[config.mk]
export PLATFORM = sky130hd
export DESIGN_NAME = csr_sideband
export DESIGN_NICKNAME = d
export VERILOG_FILES = /design/src/csr_pkg.sv /design/src/csr_sideband.sv
export VERILOG_INCLUDE_DIRS = /design/src /design/src/src
export SDC_FILE = /design/constraint.sdc
export NUM_CORES = 1
export LEC_CHECK = 0
export BUFFER_PORTS_ARGS = -buffer_cell sky130_fd_sc_hd__buf_2
export CORE_UTILIZATION = 50
export DETAILED_ROUTE_END_ITERATION = 10
export PLACE_DENSITY = 0.88
export SYNTH_ARGS = -nofsm -noshare
export SYNTH_HDL_FRONTEND = slang
export SYNTH_SLANG_ARGS = --single-unit
[constraint.sdc]
create_clock -name clock -period 2.64 [get_ports clock]
set_clock_uncertainty 0.2 [all_clocks]
set_input_delay 0.528 -clock clock [delete_from_list [all_inputs] [get_ports clock]]
set_output_delay 0.528 -clock clock [all_outputs]
set_load 0.1 [all_outputs]
[src/csr_cfg.svh]
`ifndef CSR_CFG_SVH
`define CSR_CFG_SVH
`define CSR_FAM_A        1'b0
`define CSR_FAM_B        1'b1
`define CSR_HOLD_CLKS    3'h5
`define CSR_HARD_BIT     2
`define CSR_SYS_BIT      1
`define CSR_SUS_RTC      3'h4
`endif

[src/csr_pkg.sv]
package csr_pkg;
  typedef enum logic [2:0] {
    CSR_IDLE  = 3'b001,
    CSR_PULSE = 3'b010,
    CSR_COLD  = 3'b100
  } csr_state_t;
endpackage : csr_pkg

[src/csr_sideband.sv]
// Contract
// - Strap input picks processor family; zero first family, one second.
// - Strap one drives init and reset outputs active low outside reset; during reset, init is low and reset high, as for strap zero.
// - Strap zero drives init and reset outputs active high.
// - Strap zero latches sideband outputs other than reset during stop-clock, plus five clocks.
// - Strap one passes sideband signals straight through unlatched.
// - Reset port write with bits two and one set starts hard reset.
// - Hard reset drives suspend outputs low three to four RTC periods.
// - Power-good kept: normal finish; power-good lost: cold boot sequence.
`timescale 1ns/10ps
`default_nettype none
`include "csr_cfg.svh"
module csr_sideband (
  // Clock and reset
  input  wire logic       clock,
  input  wire logic       rst,
  // Strap and stop-clock
  input  wire logic       proc_type_strap,
  input  wire logic       stop_clock_req,
  // Live sideband sources, active high
  input  wire logic       nmi_src,
  input  wire logic       mgmt_irq_src,
  input  wire logic       cpu_irq_src,
  input  wire logic       init_src,
  input  wire logic       reset_src,
  // Reset-control port write
  input  wire logic       rst_port_wr,
  input  wire logic [7:0] rst_port_data,
  // RTC tick and power-good
  input  wire logic       rtc_tick,
  input  wire logic       power_good,
  // Processor sideband outputs
  output logic            nmi_out,
  output logic            mgmt_irq_out,
  output logic            cpu_irq_out,
  output logic            cpu_init_out,
  output logic            cpu_reset_out,
  // Suspend planes, low during pulse
  output logic            suspend_plane_a,
  output logic            suspend_plane_b,
  output logic            suspend_plane_c,
  // Restart indications
  output logic            hard_reset_done,
  output logic            cold_boot_start
);
  logic                  strap_r;
  logic                  hold_r;
  logic [2:0]            hold_cnt_r;
  logic [3:0]            lat_r;
  logic [3:0]            live;
  logic [3:0]            eff;
  logic                  rst_eff;
  logic [2:0]            rtc_cnt_r;
  logic                  pg_lost_r;
  logic                  hard_go;
  logic                  pulse_end;
  logic                  sus_nxt;
  csr_pkg::csr_state_t   st_r;

  assign live = {nmi_src, mgmt_irq_src, cpu_irq_src, init_src};
  assign hard_go = rst_port_wr && rst_port_data[`CSR_HARD_BIT]
                   && rst_port_data[`CSR_SYS_BIT];

  // Strap caught in the clock domain
  always_ff @(posedge clock) begin
    if (rst) strap_r <= `CSR_FAM_A;
    else strap_r <= proc_type_strap;
  end

  // Hold window during stop-clock plus trailing count
  always_ff @(posedge clock) begin
    if (rst) begin
      hold_r <= 1'b0;
      hold_cnt_r <= 3'h0;
    end else if (strap_r != `CSR_FAM_A) begin
      hold_r <= 1'b0;
      hold_cnt_r <= 3'h0;
    end else if (stop_clock_req) begin
      hold_r <= 1'b1;
      hold_cnt_r <= `CSR_HOLD_CLKS;
    end else if (hold_cnt_r != 3'h0) begin
      hold_cnt_r <= hold_cnt_r - 3'h1;
      hold_r <= (hold_cnt_r != 3'h1);
    end else begin
      hold_r <= 1'b0;
    end
  end

  // Latch captures values on entry into hold
  always_ff @(posedge clock) begin
    if (rst) lat_r <= 4'h0;
    else if (!hold_r) lat_r <= live;
  end

  assign eff = (hold_r && strap_r == `CSR_FAM_A) ? lat_r : live;
  assign rst_eff = reset_src || (st_r != csr_pkg::CSR_IDLE);

  // Registered sideband outputs with polarity from strap
  always_ff @(posedge clock) begin
    if (rst) begin
      nmi_out <= 1'b0;
      mgmt_irq_out <= 1'b0;
      cpu_irq_out <= 1'b0;
      cpu_init_out <= 1'b0;
      cpu_reset_out <= 1'b1;
    end else begin
      nmi_out <= eff[3];
      mgmt_irq_out <= eff[2];
      cpu_irq_out <= eff[1];
      if (strap_r == `CSR_FAM_B) begin
        cpu_init_out <= ~eff[0];
        cpu_reset_out <= ~rst_eff;
      end else begin
        cpu_init_out <= eff[0];
        cpu_reset_out <= rst_eff;
      end
    end
  end

  // Hard reset sequencer
  always_ff @(posedge clock) begin
    if (rst) begin
      st_r <= csr_pkg::CSR_IDLE;
      rtc_cnt_r <= 3'h0;
      pg_lost_r <= 1'b0;
      hard_reset_done <= 1'b0;
      cold_boot_start <= 1'b0;
    end else begin
      hard_reset_done <= 1'b0;
      cold_boot_start <= 1'b0;
      case (st_r)
        csr_pkg::CSR_IDLE: begin
          if (hard_go) begin
            st_r <= csr_pkg::CSR_PULSE;
            rtc_cnt_r <= 3'h0;
            pg_lost_r <= 1'b0;
          end
        end
        csr_pkg::CSR_PULSE: begin
          if (!power_good) pg_lost_r <= 1'b1;
          if (rtc_tick) rtc_cnt_r <= rtc_cnt_r + 3'h1;
          if (rtc_tick && rtc_cnt_r == `CSR_SUS_RTC - 3'h1) begin
            if (pg_lost_r || !power_good) begin
              st_r <= csr_pkg::CSR_COLD;
            end else begin
              st_r <= csr_pkg::CSR_IDLE;
              hard_reset_done <= 1'b1;
            end
          end
        end
        csr_pkg::CSR_COLD: begin
          if (power_good) begin
            st_r <= csr_pkg::CSR_IDLE;
            cold_boot_start <= 1'b1;
          end
        end
        default: st_r <= csr_pkg::CSR_IDLE;
      endcase
    end
  end

  // Pulse low from the write edge onward; busy writes are ignored
  assign pulse_end = rtc_tick && (rtc_cnt_r == `CSR_SUS_RTC - 3'h1);
  assign sus_nxt = !((hard_go && (st_r == csr_pkg::CSR_IDLE))
                     || ((st_r == csr_pkg::CSR_PULSE) && !pulse_end));
  always_ff @(posedge clock) begin
    if (rst) begin
      suspend_plane_a <= 1'b1;
      suspend_plane_b <= 1'b1;
      suspend_plane_c <= 1'b1;
    end else begin
      suspend_plane_a <= sus_nxt;
      suspend_plane_b <= sus_nxt;
      suspend_plane_c <= sus_nxt;
    end
  end
endmodule : csr_sideband
`default_nettype wire

==> flow_metrics.tcl, run 1 <==
set metrics [dict create \
    placed_area_um2 1140 \
    p_seq_frac 0.549 \
    post_drt_via_cell_ratio 5.30 \
    drt_iter0_markers 14 \
    drc 0 \
    internal_power_mw 0.509 \
    place_ws_ps 974 \
    cts-buffers-inserted 3 \
    cts_buffer_depth 2 \
    fillers 155 \
    vias 805 \
    wl_um 1750 \
    post_cts_resized 0 \
    combPwrFrac 0.190 \
    postCtsSetupRepairBufs 0 \
    grt_pass1_vias 701 \
    yosysTopAreaCell "dfxtp_1" \
    setup-tns-final_ps 0 \
    start_util 0.561 \
    max_freq_mhz 549 \
    drtAntennaViolNets 0 \
    power_leakage_nw 0.504 \
    ys_seq_elements 24 \
    setup_viol 0 \
    rsz0062_at_grt "false" \
    switching_share 0.294 \
    synthDistinctLibCells 34 \
    clkPwrFrac 0.261 \
    dp_cells 148 \
    syn_to_final_growth_pct 15.3 \
    grt_max_degree 22 \
    finalWorstSetupSlack_ps 818 \
    clock_sinks 24 \
    postSynthCellCount 105 \
    min_period_ps 1820 \
    cp.arrival_ps 1090 \
    cts_tree "built" \
    hpwl_um 1290 \
    drv_slew 0 \
    post-route-period-util 0.690 \
    crit_type "reg2out" \
    antenna_found_initial 0 \
    crit_fanout 3 \
    required_ps 1910 \
    power.density_nw_per_um2 611 \
    wl_per_cell_um 11.5 \
    final_common_cell "dfxtp_1" \
    hold_violations 0 \
    yosys_warnings 0 \
    synthesis.nets 130 \
    routabilityCongestion 0.711 \
    status "completed" \
    fin_nets 153 \
    maxCapViolations 0 \
    grt_overflow 0 \
    drive_above_1_share 0.228 \
    cp-start-kind "flop" \
    multiInputGateArea_um2 492 \
    fp.dieW_um 47.2 \
    syn_avg_cell_area_um2 9.72 \
    mostFrequentLayoutCells "dfxtp_1 (24), buf_2 (23), nor2_1 (11)" \
    htree_num_levels 1 \
    path_buf_inv 1 \
    io_pins 30 \
    netlist_area_um2 1020 \
    track_usage 0.184 \
    critical-path-max-stage-delay_ps 430 \
    synthTopCellsByArea "dfxtp_1 (47%), mux2i_1 (6.9%), ha_1 (6.1%)" \
    ir_drop_uv 385 \
    finish.instance_area_um2 1180 \
    yosysSeqAreaShare 0.471 \
    synth_top_cell_area_share 0.471 \
    slew-limit-headroom 0.673 \
    n_antenna_cell 0 \
    rows 15 \
    die_area_um2 2230 \
    layout.area.seq_um2 480 \
    path_delay_family "buffers and inverters" \
    cts_hold_buf 0 \
    core_area_um2 1820 \
    first_pass_iters 4 \
    clock_latency_ps 310 \
    tightestPinTransition_ps 494 \
    hp-class "in2reg" \
    grt_pass1_wl_um 2830 \
    clkTransAtPathRegs_ps 130 \
    io_buffers 23 \
    crit_chain "buf_2" \
    clockRootBuffer "clkbuf_4" \
    crit_path_end_kind "output pin" \
    power_switching_mw 0.211 \
    power_mw 0.720 \
    die_h_um 47.2 \
    slowest_stage "buf_2" \
    fin_cells 152 \
]
[area by class of cell]
cell class / instances / share of cell area
Multi-Input combinational cell: 70 / 0.418
Sequential cell: 24 / 0.408
Timing Repair Buffer: 23 / 0.0978
Inverter: 6 / 0.0191
Tap cell: 25 / 0.0266
Clock buffer: 4 / 0.0308
[power by group through the flow]
stage	sequential (mW)	combinational (mW)	clock, mW
floorplan	0.444	0.0672	0
global placement	0.401	0.133	0
detailed placement	0.403	0.137	0
CTS	0.395	0.138	0.194
global route	0.398	0.148	0.205
finish	0.395	0.137	0.188
[synthesized netlist by cell type, drive strengths merged]
master	count
a21o	2
or3	4
or2	1
o21ai	3
nand2b	3
nand4bb	2
and3	1
nor3b	2
xnor2	2
nor4b	1
inv	6
nor4	1
and3b	1
or3b	2
and2	1
o21a	1
a211oi	1
a2111oi	1
nand3	2
o211ai	1
ha	5
nor2	11
nand2	2
buf	3
nor3	1
o31ai	3
o21bai	1
mux2i	7
a21oi	6
clkbuf	2
dfxtp	24
nor2b	2
[sequential cells by signal, indices dropped and copies added, names as in the netlist, 3 cells and up]
signal / flops
rtc_cnt_r: 3
lat_r: 4
hold_cnt_r: 3
st_r: 3
[layer usage]
layer | routed length [µm] | up-vias | global-route usage | part of all wire
met4 | 29 | 0 | 0.0971 | 0.017
met3 | 91 | 4 | 0.0538 | 0.052
li1 | - | 409 | - | -
met1 | 799 | 365 | 0.249 | 0.46
met2 | 828 | 27 | 0.267 | 0.47
met5 | 0 | - | 0 | 0
[stage by stage]
step | util | hold WS (ps)
global route | 0.647 | 231
CTS | 0.647 | 228
global placement | 0.627 | 246
finish | 0.647 | 233
detailed placement | 0.627 | 251
floorplan | - | 215
[logic make-up (layout without fill, tap and decap cells)]
family	after synthesis	count (layout)	synth area share
and+or+nand+nor	37	37	0.216
AOI/OAI and AO/OA	19	19	0.119
muxes	7	7	0.0686
buffers and inverters	11	33	0.0478
DFF	24	24	0.471
xor gates and xnor gates	2	2	0.0172
adders and majority gates	5	5	0.0613
[final timing paths]
path / from / to / slack (ps) / depth (start not counted)
worst min-delay path: proc_type_strap / strap_r / 230 / 2
worst max-delay path: suspend_plane_c / suspend_plane_c / 820 / 1
worst min register to register: pg_lost_r / hard_reset_done / 280 / 1
worst max register to register: st_r[0] / cpu_reset_out / 960 / 3
No activity file was read; power rests on OpenSTA's default activity.
==> run 2, diff against run 1 <==
CORE_UTILIZATION = 49   (was 50)
PLACE_DENSITY = 0.86   (was 0.88)
clock period = 1.8 ns   (was 2.64 ns; I/O delays follow)
==> flow_metrics.tcl, run 2 (synthesis results as in run 1) <==
set metrics [dict create \
    status "completed" \
    first_pass_iters 4 \
    required_ps 1820 \
    hold_violations 0 \
    post-route-period-util 0.927 \
    cts-buffers-inserted 3 \
    hpwl_um 1470 \
    power_leakage_nw 0.511 \
    reg2reg_from "st_r[0]" \
    fin_nets 153 \
    largest-register "lat_r" \
    post_cts_resized 0 \
    cts_buffer_depth 2 \
    crit_fanout 8 \
    tightestPinTransition_ps 485 \
    wl_per_cell_um 12.3 \
    finish.instance_area_um2 1200 \
    die_area_um2 2270 \
    critPathCapture "cpu_reset_out" \
    cp-start-kind "flop" \
    drt_iter0_markers 6 \
    min_period_ps 1670 \
    mostFrequentLayoutCells "dfxtp_1 (23), buf_2 (23), nor2_1 (11)" \
    hold-worst-slack_ps 53.7 \
    clockRootBuffer "clkbuf_4" \
    n_antenna_cell 0 \
    ir_drop_uv 531 \
    drv_slew 0 \
    power_mw 1.17 \
    drtAntennaViolNets 0 \
    crit_path_end_kind "flop" \
    rrSetupSlack_ps 130 \
    maxCapViolations 0 \
    r2r_end "cpu_reset_out" \
    placed_area_um2 1140 \
    wl_um 1890 \
    fillers 195 \
    critical-path-max-stage-delay_ps 470 \
    clock_sinks 24 \
    crit_chain "or3b_4 > or3_1 > a21o_1" \
    vias 797 \
    setup-tns-final_ps 0 \
    r2r_cells 3 \
    cp.arrival_ps 1690 \
    antenna_found_initial 0 \
    io_buffers 23 \
    cts_hold_buf 0 \
    io_pins 30 \
    max_freq_mhz 599 \
    largest_reg_flops 4 \
    htree_num_levels 1 \
    core_area_um2 1960 \
    die_h_um 47.6 \
    postCtsSetupRepairBufs 0 \
    slew-limit-headroom 0.679 \
    routabilityCongestion 0.798 \
    track_usage 0.184 \
    grt_overflow 0 \
    drc 0 \
    crit_type "reg2reg" \
    grt_pass1_vias 716 \
    hp-class "in2reg" \
    grt_max_degree 22 \
    fp.dieW_um 47.6 \
    final_util 0.610 \
    clock_latency_ps 310 \
    syn_to_final_growth_pct 17.3 \
    rsz0062_at_grt "false" \
    cp-startpoint "st_r[0]" \
    cts_tree "built" \
    rows 16 \
    grt_pass1_wl_um 2910 \
    setup_viol 0 \
    start_util 0.520 \
    slowest_stage "dfxtp_1" \
    post_drt_via_cell_ratio 5.18 \
    clkTransAtPathRegs_ps 130 \
    power.density_nw_per_um2 976 \
    drive_above_1_share 0.236 \
]
-- run 2: per-layer routing --
| metal | part of all wire | routed length [µm] | vias up | track usage |
|---|---|---|---|---|
| met5 | 0 | 0 | - | 0 |
| met1 | 0.42 | 801 | 370 | 0.212 |
| met3 | 0.028 | 53 | 2 | 0.0340 |
| met2 | 0.54 | 1030 | 15 | 0.337 |
| li1 | - | - | 410 | - |
| met4 | 0.0048 | 9 | 0 | 0.0667 |
-- run 2: how the worst min path moves through the flow --
stage               slack [ps]            start  cells after the start         endpoint
floorplan                  210        pg_lost_r                      1  hard_reset_done
global placement           230        pg_lost_r                      1  hard_reset_done
detailed placement         250        pg_lost_r                      1  hard_reset_done
CTS                         50  proc_type_strap                      2          strap_r
global route                50  proc_type_strap                      2          strap_r
finish                      50  proc_type_strap                      2          strap_r
-- run 2: metrics by stage --
step | std cells | setup slack [ps]
after floorplan | 105 | 208
after global placement | 150 | 182
after detailed placement | 150 | 160
after CTS | 154 | 121
after global routing | 154 | 36.7
final | 154 | 131
-- run 2: worst max-delay path: cells and delay by family (launching register included) --
kind	cells	cell delay (ps)
flip-flops	1	470
AND/OR/NAND/NOR	2	740
AO/OA/AOI/OAI	1	180
-- run 2: cell type report --
type                       instances  area, µm²  area share
multi-input combinational         70        492       0.411
timing repair buffer              23        115      0.0961
tap                               27       33.8      0.0282
inverter                           6       22.5      0.0188
sequential                        24        482       0.402
clock buffer                       3       22.5      0.0188
clock inverter                     1       30.0      0.0251
-- run 2: where the power goes --
part           internal, mW  total, mW  switching [mW]
Sequential            0.560      0.580          0.0205
Combinational        0.0633      0.202           0.139
Clock                 0.225      0.386           0.161
